$ cat src/vfp_map.svh
// Purpose: Register offsets, field positions, reset values for fast proc regs
// Assumes: Subaddresses are 8-bit word indices, data 12 bits wide
// Notes:   Included by the register bank and the host model
`ifndef VFP_MAP_SVH
`define VFP_MAP_SVH

`define VFP_ADDR_W          8
`define VFP_DATA_W          12

`define VFP_OFF_STD_SELECT  8'h20
`define VFP_OFF_INPUT_CFG   8'h21
`define VFP_OFF_ACT_START   8'h22
`define VFP_OFF_LUMA_DLY    8'h23
`define VFP_OFF_COMB_CTRL   8'h27
`define VFP_OFF_HELPER_DLY  8'h29
`define VFP_OFF_COLOR_REF   8'h30
`define VFP_OFF_DB_MULT     8'h32
`define VFP_OFF_DR_MULT     8'h33
`define VFP_OFF_HELPER_MULT 8'h34
`define VFP_OFF_HELPER_GAIN 8'h36
`define VFP_OFF_KILLER_LVL  8'h39
`define VFP_OFF_STATUS      8'h3f

`define VFP_RST_INPUT_CFG   12'h0_024
`define VFP_RST_COMB_CTRL   12'h0_058
`define VFP_RST_ZERO        12'h0_000
`define VFP_RST_HELPER_GAIN 12'h0_313
`define VFP_RST_KILLER_LVL  12'h0_019
`define VFP_RST_REF_PAL     12'h0_816
`define VFP_RST_DB_SECAM    11'h4_83
`define VFP_RST_DR_SECAM    11'h5_d8
`define VFP_RST_MULT        11'h0_00

`define VFP_STD_SECAM       3'h2
`define VFP_IF_SECAM_ONLY   2'h3

`define VFP_INCFG_DONE_BIT  11
`define VFP_LDLY_MAX        6'h1_1

`define VFP_INIT_CYCLES     8'h1_0
`define VFP_ACC_STEP_DIV    8'h4_0

`endif

$ cat src/vfp_pkg.sv
// Purpose: Types for the fast processor configuration register bank
// Assumes: vfp_map.svh holds all numeric constants
// Notes:   Field decodes shared by the bank
package vfp_pkg;
  typedef enum logic [1:0] {
    VFP_LUMA_IN3 = 2'h0,
    VFP_LUMA_IN2 = 2'h1,
    VFP_LUMA_IN1 = 2'h2,
    VFP_LUMA_RSV = 2'h3
  } vfp_luma_sel_t;

  typedef enum logic [1:0] {
    VFP_IFC_OFF  = 2'h0,
    VFP_IFC_6DB  = 2'h1,
    VFP_IFC_12DB = 2'h2,
    VFP_IFC_10DB = 2'h3
  } vfp_ifc_t;

  typedef enum logic [1:0] {
    VFP_HPLL_KEEP  = 2'h0,
    VFP_HPLL_TERR  = 2'h1,
    VFP_HPLL_VCR   = 2'h2,
    VFP_HPLL_MIXED = 2'h3
  } vfp_hpll_t;

  typedef enum logic [1:0] {
    VFP_ST_IDLE = 2'b01,
    VFP_ST_INIT = 2'b10
  } vfp_state_t;
endpackage : vfp_pkg

$ cat src/vfp_config_regs.sv
// Purpose: Fast processor configuration register bank with apply logic
// Assumes: Host port on sys_clk_i; meas_* inputs come from same clock
// Notes:   Init sequence is a fixed count stand-in for the processor setup
//
// The implementer's own choice: the plain strobed port.
`timescale 1ns/1ps
`include "vfp_map.svh"

module vfp_config_regs
  import vfp_pkg::*;
#(
  parameter int INIT_CYCLES = 16
) (
  input  wire logic                      sys_clk_i,
  input  wire logic                      rst_n_i,
  input  wire logic [`VFP_ADDR_W-1:0]    addr_i,
  input  wire logic [`VFP_DATA_W-1:0]    wdata_i,
  input  wire logic                      wr_i,
  input  wire logic                      rd_i,
  output logic      [`VFP_DATA_W-1:0]    rdata_o,
  input  wire logic [`VFP_DATA_W-1:0]    meas_cr_i,
  input  wire logic [`VFP_DATA_W-1:0]    meas_cb_i,
  input  wire logic [`VFP_DATA_W-1:0]    chroma_amp_i,
  output logic      [1:0]                luma_input_sel_o,
  output logic                           chroma_input_sel_o,
  output logic      [1:0]                if_comp_o,
  output logic      [1:0]                chroma_bw_o,
  output logic                           fixed_notch_o,
  output logic                           luma_lowpass_o,
  output logic      [1:0]                hpll_speed_o,
  output logic                           init_busy_o,
  output logic      [11:0]               active_start_o,
  output logic      [5:0]                luma_delay_o,
  output logic      [11:0]               helper_delay_o,
  output logic                           shared_coeff_select_o,
  output logic                           amp_indep_comb_o,
  output logic                           comb_booster_select_o,
  output logic      [1:0]                chroma_comb_strength_o,
  output logic      [1:0]                luma_comb_strength_o,
  output logic      [4:0]                comb_limit_o,
  output logic      [10:0]               db_gain_o,
  output logic      [10:0]               dr_gain_o,
  output logic      [10:0]               helper_gain_o,
  output logic                           color_killed_o
);

  logic [11:0] std_select_reg;
  logic [11:0] input_cfg_reg;
  logic [11:0] act_start_reg;
  logic [11:0] luma_dly_reg;
  logic [11:0] comb_ctrl_reg;
  logic [11:0] helper_dly_reg;
  logic [11:0] color_ref_reg;
  logic [10:0] db_mult_reg;
  logic [10:0] dr_mult_reg;
  logic [10:0] helper_mult_reg;
  logic [11:0] helper_gain_reg;
  logic [11:0] killer_lvl_reg;
  logic [11:0] act_start_live_reg;
  logic [5:0]  luma_dly_live_reg;
  logic [10:0] acc_db_reg;
  logic [10:0] acc_dr_reg;
  logic [10:0] acc_help_reg;
  logic [7:0]  acc_div_reg;
  logic [7:0]  init_cnt_reg;
  logic        init_done_reg;
  vfp_state_t  state_reg;
  logic [11:0] rdata_reg;

  logic wr_std;
  logic wr_incfg;
  logic secam_std;
  logic acc_on;
  logic acc_tick;

  // Exponent 3 bits over mantissa: gain = m * 2^-e, truncated to a word
  function automatic logic [10:0] mant_exp_gain(input logic [10:0] v);
    logic [7:0]  m;
    logic [2:0]  e;
    m = v[7:0];
    e = v[10:8];
    mant_exp_gain = {3'h0, m >> e};
  endfunction : mant_exp_gain

  // Step one multiplier a unit toward the reference
  function automatic logic [10:0] acc_step(input logic [10:0] g,
                                           input logic [11:0] meas,
                                           input logic [11:0] ref_lvl);
    acc_step = g;
    if (meas < ref_lvl && g != 11'h7_ff) begin
      acc_step = g + 11'h0_01;
    end else if (meas > ref_lvl && g != 11'h0_00) begin
      acc_step = g - 11'h0_01;
    end
  endfunction : acc_step

  assign wr_std    = wr_i && (addr_i == `VFP_OFF_STD_SELECT);
  assign wr_incfg  = wr_i && (addr_i == `VFP_OFF_INPUT_CFG);
  assign secam_std = (std_select_reg[2:0] == `VFP_STD_SECAM);
  assign acc_on    = (color_ref_reg != `VFP_RST_ZERO);
  assign acc_tick  = (acc_div_reg == `VFP_ACC_STEP_DIV);

  // Standard select is the trigger for reloads and shadow updates
  always_ff @(posedge sys_clk_i or negedge rst_n_i) begin
    if (!rst_n_i) begin
      std_select_reg <= `VFP_RST_ZERO;
    end else if (wr_std) begin
      std_select_reg <= wdata_i;
    end
  end

  // Input config; bit 11 is never stored, it reads back the done flag
  always_ff @(posedge sys_clk_i or negedge rst_n_i) begin
    if (!rst_n_i) begin
      input_cfg_reg <= `VFP_RST_INPUT_CFG;
    end else if (wr_incfg) begin
      input_cfg_reg <= {1'b0, wdata_i[10:0]};
    end
  end

  // Plain storage registers
  always_ff @(posedge sys_clk_i or negedge rst_n_i) begin
    if (!rst_n_i) begin
      act_start_reg   <= `VFP_RST_ZERO;
      luma_dly_reg    <= `VFP_RST_ZERO;
      comb_ctrl_reg   <= `VFP_RST_COMB_CTRL;
      helper_dly_reg  <= `VFP_RST_ZERO;
      helper_mult_reg <= `VFP_RST_MULT;
      helper_gain_reg <= `VFP_RST_HELPER_GAIN;
      killer_lvl_reg  <= `VFP_RST_KILLER_LVL;
    end else if (wr_i) begin
      if (addr_i == `VFP_OFF_ACT_START) begin
        act_start_reg <= wdata_i;
      end else if (addr_i == `VFP_OFF_LUMA_DLY) begin
        luma_dly_reg <= {6'h0_0, wdata_i[5:0]};
      end else if (addr_i == `VFP_OFF_COMB_CTRL) begin
        comb_ctrl_reg <= wdata_i;
      end else if (addr_i == `VFP_OFF_HELPER_DLY) begin
        helper_dly_reg <= wdata_i;
      end else if (addr_i == `VFP_OFF_HELPER_MULT) begin
        helper_mult_reg <= wdata_i[10:0];
      end else if (addr_i == `VFP_OFF_HELPER_GAIN) begin
        helper_gain_reg <= wdata_i;
      end else if (addr_i == `VFP_OFF_KILLER_LVL) begin
        killer_lvl_reg <= wdata_i;
      end
    end
  end

  // Standard dependent registers: host writes, reload on every standard select write
  always_ff @(posedge sys_clk_i or negedge rst_n_i) begin
    if (!rst_n_i) begin
      color_ref_reg <= `VFP_RST_REF_PAL;
      db_mult_reg   <= `VFP_RST_MULT;
      dr_mult_reg   <= `VFP_RST_MULT;
    end else if (wr_std) begin
      // A same-cycle host write to these registers loses to the reload
      if (wdata_i[2:0] == `VFP_STD_SECAM) begin
        color_ref_reg <= `VFP_RST_ZERO;
        db_mult_reg   <= `VFP_RST_DB_SECAM;
        dr_mult_reg   <= `VFP_RST_DR_SECAM;
      end else begin
        color_ref_reg <= `VFP_RST_REF_PAL;
        db_mult_reg   <= `VFP_RST_MULT;
        dr_mult_reg   <= `VFP_RST_MULT;
      end
    end else if (wr_i && addr_i == `VFP_OFF_COLOR_REF) begin
      color_ref_reg <= wdata_i;
    end else if (wr_i && addr_i == `VFP_OFF_DB_MULT) begin
      db_mult_reg <= wdata_i[10:0];
    end else if (wr_i && addr_i == `VFP_OFF_DR_MULT) begin
      dr_mult_reg <= wdata_i[10:0];
    end
  end

  // Shadowed position and delay settings
  always_ff @(posedge sys_clk_i or negedge rst_n_i) begin
    if (!rst_n_i) begin
      act_start_live_reg <= `VFP_RST_ZERO;
      luma_dly_live_reg  <= 6'h0_0;
    end else if (wr_std) begin
      act_start_live_reg <= act_start_reg;
      // Clamp on apply so a stored value above the limit never goes live
      if (luma_dly_reg[5:0] > `VFP_LDLY_MAX) begin
        luma_dly_live_reg <= `VFP_LDLY_MAX;
      end else begin
        luma_dly_live_reg <= luma_dly_reg[5:0];
      end
    end
  end

  // Initialization sequence started by an input config write
  always_ff @(posedge sys_clk_i or negedge rst_n_i) begin
    if (!rst_n_i) begin
      state_reg     <= VFP_ST_IDLE;
      init_cnt_reg  <= 8'h0_0;
      init_done_reg <= 1'b0;
    end else begin
      case (state_reg)
        VFP_ST_IDLE: begin
          if (wr_incfg) begin
            state_reg     <= VFP_ST_INIT;
            init_cnt_reg  <= 8'(INIT_CYCLES - 1);
            init_done_reg <= 1'b0;
          end
        end
        VFP_ST_INIT: begin
          // A rewrite mid-sequence restarts the count; done stays low
          if (wr_incfg) begin
            init_cnt_reg <= 8'(INIT_CYCLES - 1);
          end else if (init_cnt_reg == 8'h0_0) begin
            state_reg     <= VFP_ST_IDLE;
            init_done_reg <= 1'b1;
          end else begin
            init_cnt_reg <= init_cnt_reg - 8'h0_1;
          end
        end
        default: state_reg <= VFP_ST_IDLE;
      endcase
    end
  end

  // Step divider paces the colour loops
  always_ff @(posedge sys_clk_i or negedge rst_n_i) begin
    if (!rst_n_i) begin
      acc_div_reg <= 8'h0_0;
    end else begin
      acc_div_reg <= acc_tick ? 8'h0_0 : acc_div_reg + 8'h0_1;
    end
  end

  // Automatic colour control loop; one unit per step keeps the gain
  // from hunting on a noisy measurement
  always_ff @(posedge sys_clk_i or negedge rst_n_i) begin
    if (!rst_n_i) begin
      acc_db_reg   <= `VFP_RST_MULT;
      acc_dr_reg   <= `VFP_RST_MULT;
      acc_help_reg <= `VFP_RST_MULT;
    end else begin
      if (acc_on && acc_tick) begin
        acc_db_reg <= acc_step(acc_db_reg, meas_cb_i, color_ref_reg);
        acc_dr_reg <= acc_step(acc_dr_reg, meas_cr_i, color_ref_reg);
      end
      if (helper_gain_reg != `VFP_RST_ZERO && acc_tick) begin
        acc_help_reg <= acc_step(acc_help_reg, meas_cb_i, helper_gain_reg);
      end
    end
  end

  // Chroma gains: loop values, or manual exponent and mantissa gains
  always_ff @(posedge sys_clk_i or negedge rst_n_i) begin
    if (!rst_n_i) begin
      db_gain_o <= `VFP_RST_MULT;
      dr_gain_o <= `VFP_RST_MULT;
    end else if (acc_on) begin
      db_gain_o <= acc_db_reg;
      dr_gain_o <= acc_dr_reg;
    end else begin
      db_gain_o <= mant_exp_gain(db_mult_reg);
      dr_gain_o <= mant_exp_gain(dr_mult_reg);
    end
  end

  // Helper gain: a zero gain adjust hands over to the manual multiplier
  always_ff @(posedge sys_clk_i or negedge rst_n_i) begin
    if (!rst_n_i) begin
      helper_gain_o <= `VFP_RST_MULT;
    end else if (helper_gain_reg == `VFP_RST_ZERO) begin
      helper_gain_o <= mant_exp_gain(helper_mult_reg);
    end else begin
      helper_gain_o <= acc_help_reg;
    end
  end

  // Colour killer; a zero level keeps it off
  always_ff @(posedge sys_clk_i or negedge rst_n_i) begin
    if (!rst_n_i) begin
      color_killed_o <= 1'b0;
    end else begin
      color_killed_o <= (killer_lvl_reg != `VFP_RST_ZERO) &&
                        (chroma_amp_i < killer_lvl_reg);
    end
  end

  // IF compensation; the per-MHz mode falls back to off outside SECAM
  // so a stale setting cannot distort other standards
  always_ff @(posedge sys_clk_i or negedge rst_n_i) begin
    if (!rst_n_i) begin
      if_comp_o <= 2'h0;
    end else if (input_cfg_reg[4:3] == `VFP_IF_SECAM_ONLY && !secam_std) begin
      if_comp_o <= 2'h0;
    end else begin
      if_comp_o <= input_cfg_reg[4:3];
    end
  end

  assign luma_input_sel_o       = input_cfg_reg[1:0];
  assign chroma_input_sel_o     = input_cfg_reg[2];
  assign chroma_bw_o            = input_cfg_reg[6:5];
  assign fixed_notch_o          = input_cfg_reg[7];
  assign luma_lowpass_o         = input_cfg_reg[8];
  assign hpll_speed_o           = input_cfg_reg[10:9];
  assign init_busy_o            = (state_reg == VFP_ST_INIT);
  assign active_start_o         = act_start_live_reg;
  assign luma_delay_o           = luma_dly_live_reg;
  assign helper_delay_o         = helper_dly_reg;
  assign shared_coeff_select_o  = comb_ctrl_reg[0];
  assign amp_indep_comb_o       = comb_ctrl_reg[1];
  assign comb_booster_select_o  = comb_ctrl_reg[2];
  assign chroma_comb_strength_o = comb_ctrl_reg[4:3];
  assign luma_comb_strength_o   = comb_ctrl_reg[6:5];
  assign comb_limit_o           = comb_ctrl_reg[11:7];

  // Read decode; unmapped subaddresses read zero
  always_ff @(posedge sys_clk_i or negedge rst_n_i) begin
    if (!rst_n_i) begin
      rdata_reg <= `VFP_RST_ZERO;
    end else if (rd_i) begin
      if (addr_i == `VFP_OFF_STD_SELECT) begin
        rdata_reg <= std_select_reg;
      end else if (addr_i == `VFP_OFF_INPUT_CFG) begin
        // Top bit shows the done flag, never the host's written bit
        rdata_reg <= {init_done_reg, input_cfg_reg[10:0]};
      end else if (addr_i == `VFP_OFF_ACT_START) begin
        rdata_reg <= act_start_reg;
      end else if (addr_i == `VFP_OFF_LUMA_DLY) begin
        rdata_reg <= luma_dly_reg;
      end else if (addr_i == `VFP_OFF_COMB_CTRL) begin
        rdata_reg <= comb_ctrl_reg;
      end else if (addr_i == `VFP_OFF_HELPER_DLY) begin
        rdata_reg <= helper_dly_reg;
      end else if (addr_i == `VFP_OFF_COLOR_REF) begin
        rdata_reg <= color_ref_reg;
      end else if (addr_i == `VFP_OFF_DB_MULT) begin
        rdata_reg <= {1'b0, db_mult_reg};
      end else if (addr_i == `VFP_OFF_DR_MULT) begin
        rdata_reg <= {1'b0, dr_mult_reg};
      end else if (addr_i == `VFP_OFF_HELPER_MULT) begin
        rdata_reg <= {1'b0, helper_mult_reg};
      end else if (addr_i == `VFP_OFF_HELPER_GAIN) begin
        rdata_reg <= helper_gain_reg;
      end else if (addr_i == `VFP_OFF_KILLER_LVL) begin
        rdata_reg <= killer_lvl_reg;
      end else if (addr_i == `VFP_OFF_STATUS) begin
        rdata_reg <= {9'h0_00, color_killed_o, acc_on, init_busy_o};
      end else begin
        rdata_reg <= `VFP_RST_ZERO;
      end
    end
  end

  assign rdata_o = rdata_reg;

endmodule : vfp_config_regs

$ cat config.mk
export PLATFORM = sky130hd
export DESIGN_NAME = vfp_config_regs
export DESIGN_NICKNAME = d
export VERILOG_FILES = /design/src/vfp_pkg.sv /design/src/vfp_config_regs.sv
export VERILOG_INCLUDE_DIRS = /design/src
export SDC_FILE = /design/constraint.sdc
export NUM_CORES = 1
export LEC_CHECK = 0
export BUFFER_PORTS_ARGS = -buffer_cell sky130_fd_sc_hd__buf_4
export CAP_MARGIN = 10
export CORE_MARGIN = 3
export CORE_UTILIZATION = 55
export CTS_CLUSTER_DIAMETER = 40
export CTS_CLUSTER_SIZE = 10
export DETAILED_ROUTE_END_ITERATION = 10
export PLACE_DENSITY = 0.79
export SLEW_MARGIN = 10
export SYNTH_ARGS = -nofsm -noshare
export SYNTH_HDL_FRONTEND = slang
export SYNTH_SLANG_ARGS = --single-unit
$ cat constraint.sdc
create_clock -name sys_clk_i -period 7.6 [get_ports sys_clk_i]
set_input_delay 0.76 -clock sys_clk_i [delete_from_list [all_inputs] [get_ports sys_clk_i]]
set_output_delay 0.76 -clock sys_clk_i [all_outputs]
set_load 0.05 [all_outputs]
==> results_dict.tcl <==
set metrics [dict create \
    status "finished, final reports clean" \
    synthTopCellsByCount "234 x dfrtp_1, 209 x nand2_1, 118 x mux2_2" \
    core_area_um2 25600 \
    slew_headroom_pct 23.7 \
    hold_class "in -> async" \
    drt_iter0_drc 1051 \
    synth_top_family_by_area "compound AO/OA/AOI/OAI gates" \
    path_max_fanout 11 \
    reg2regPathDepth 14 \
    fin_tns_setup_ns 0 \
    synthFlopType "dfrtp_1" \
    p_leak_nw 8.12 \
    synth_seq_cells 252 \
    synth_compound_area_share_pct 16.5 \
    cp_slowest_stage_delay_ns 0.57 \
    ir_worst_vdd_mv 0.220 \
    htreeDepth 2 \
    grt_remaining_overflow 0 \
    track_usage_pct 28.7 \
    dp_hpwl_um 29300 \
    synth_largest_area_cell "dfrtp_1" \
    num_rows 58 \
    diodes 0 \
    antenna_found_initial 0 \
    worstPathCellList "inv_1 > ha_1 > nand4b_1 > a311oi_1 > a2111oi_0 > buf_4 > nand2b_1 > fa_1 > a211oi_1 > o21a_1 > o21bai_1 > a21oi_1 > xnor2_1 > mux2_2" \
    r2r_slack_ns 3.47 \
    rsz0062_at_grt "false" \
    drive_gt1_share_pct 23.1 \
    cts_resized 0 \
    worstMarginPinSlew_ns 1.14 \
    ys_seq_area_share_pct 43.5 \
    drt-wirelength-per-cell_um 21.2 \
    synth_mux_area_share_pct 11.2 \
    critical_path_required_ns 8.00 \
    cts_buffers 40 \
    drt-vias-per-instance 6.30 \
    grt_first_pass_wirelength_um 65400 \
    hold_viol 0 \
    cts-root-buf "clkbuf_16" \
    firstDrtPassIters 6 \
    fp.dieH_um 169 \
    syn-mean-instance-area_um2 9.72 \
    synth.distinct_cells 75 \
    area_delta_synth_final_pct 18.1 \
    finalPower_mw 3.77 \
    port_buffers 159 \
    drv_slew 0 \
    yosys.area_share.simple_pct 15.0 \
    p_per_area_nw_per_um2 219 \
    yosysMostFrequentCell "dfrtp_1" \
    start_util_pct 56.8 \
    clockBufferDepth 3 \
    crit_type "reg -> reg" \
    syn-cell-area_um2 14600 \
    timing.final.crit_share_pct 54.4 \
    post-cts-setup-buffers 0 \
    period_needed_ns 4.13 \
    synthAdderAreaFrac_pct 7.37 \
    drt_wl_total_um 42000 \
    cp.arrival_ns 4.53 \
    fin_skew_ns 0.0197 \
    synthTopCellsByArea "dfrtp_1 40%, mux2_2 9.1%, ha_1 7.0%, nand2_1 5.4%, o21ai_0 3.4%" \
    die-area_um2 28500 \
    nFillCells 1985 \
    vias 12500 \
    path_buf_inv 2 \
    drc 0 \
    cp-end-kind "flip-flop" \
    max_freq_mhz 242 \
    synthArstFlopShare_pct 100 \
    ctsHoldBuffers 0 \
    clk-insertion-delay-late_ns 0.52 \
    syn_inst 1498 \
    grt_max_degree 149 \
    cts_tree "built" \
    io-pin-count 160 \
    ys.warnings.count 0 \
    drv_cap 0 \
    startpoint_type "flip-flop" \
    grt_pass1_vias 12200 \
    slowest_stage "dfstp_2" \
    synth_enable_flop_cells 0 \
    gp_congestion 0.973 \
    synth_fp_nets 1642 \
    fp.dieW_um 169 \
    clock-sinks 252 \
    cp_top_family "compound AO/OA/AOI/OAI gates" \
    r2r-start "color_ref_reg[2]$_DFFE_PN1P_" \
    cts.clk_slew.worst_paths_ns 0.05 \
    rr_endpoint "acc_dr_reg[8]$_DFFE_PN0P_" \
    setup-violations-final 0 \
    synthXorXnorAreaFrac_pct 2.17 \
    ant_nets 0 \
    synth_top_area_share_pct 40.2 \
    finalNetCount 1761 \
]
metal layers:
metal | wire, µm | track usage, %
met2 | 19300 | 45.8
met3 | 3590 | 6.21
met5 | 0 | 0
met1 | 17400 | 38.4
met4 | 1630 | 11.2
logic make-up after synthesis:
group | after synthesis
AO/OA/AOI/OAI | 365
flip-flops | 252
buffers and inverters | 157
multiplexers | 144
adder cells (fa/ha/maj) | 84
AND/OR/NAND/NOR | 460
XOR/XNOR | 36
placed cells by master, fill, tap and decap left out, types with 13 or more instances in the layout:
cell       count
inv_1         66
mux2_2       118
nor2_1        72
dfrtp_1      234
buf_4        166
a211oi_1      13
o31ai_1       19
ha_1          81
nor4_1        19
nor3_1        20
xnor2_1       24
a21o_1        14
and2_1        15
clkbuf_16     41
a31oi_1       18
mux2i_1       23
a22o_1        16
a21oi_1       66
nand4_1       17
o21ai_0       99
nand2_1      209
dfstp_2       18
nand3_1       38
o21a_1        16
nand2b_1      14
power by group:
group / internal, mW / switching (mW)
Combinational: 0.198 / 0.335
Clock: 1.13 / 0.635
Sequential: 1.40 / 0.0637
how the worst max path moves through the flow:
| stage | from | depth (start not counted) | to | slack, ns |
|---|---|---|---|---|
| final | color_ref_reg[2]$_DFFE_PN1P_ | 14 | acc_dr_reg[8]$_DFFE_PN0P_ | 3.47 |
| after global routing | color_ref_reg[1]$_DFFE_PN1P_ | 14 | acc_db_reg[7]$_DFFE_PN0P_ | 3.18 |
| after CTS | color_ref_reg[2]$_DFFE_PN1P_ | 14 | acc_dr_reg[8]$_DFFE_PN0P_ | 3.58 |
| after detailed placement | meas_cb_i[7] | 13 | acc_help_reg[10]$_DFFE_PN0P_ | 3.29 |
| after global placement | meas_cb_i[7] | 13 | acc_help_reg[10]$_DFFE_PN0P_ | 3.40 |
| after floorplan | meas_cr_i[3] | 12 | acc_dr_reg[8]$_DFFE_PN0P_ | 3.73 |
cell type report:
type,count,area (µm²),share of cell area (%)
clock buffers,52,1110,6.44
clock inverters,19,205,1.19
repair buffers,168,1280,7.45
well taps,330,413,2.40
flip-flops and latches,252,6330,36.8
multi-input cells,1089,7610,44.2
inverters,66,248,1.44
through the flow:
stage / area, µm² / cells / worst slack [ns] / hold WS (ns) / utilization, %
global route: 17200 / 1976 / 3.18 / 0.330 / 67.1
detailed placement: 15900 / 1905 / 3.29 / 0.457 / 62.0
floorplan: 14600 / 1498 / 3.73 / 0.433 / -
CTS: 17200 / 1976 / 3.58 / 0.309 / 67.1
global placement: 15900 / 1905 / 3.40 / 0.448 / 62.0
finish: 17200 / 1976 / 3.47 / 0.259 / 67.1
Note: power is estimated with default switching activity, not from simulation.
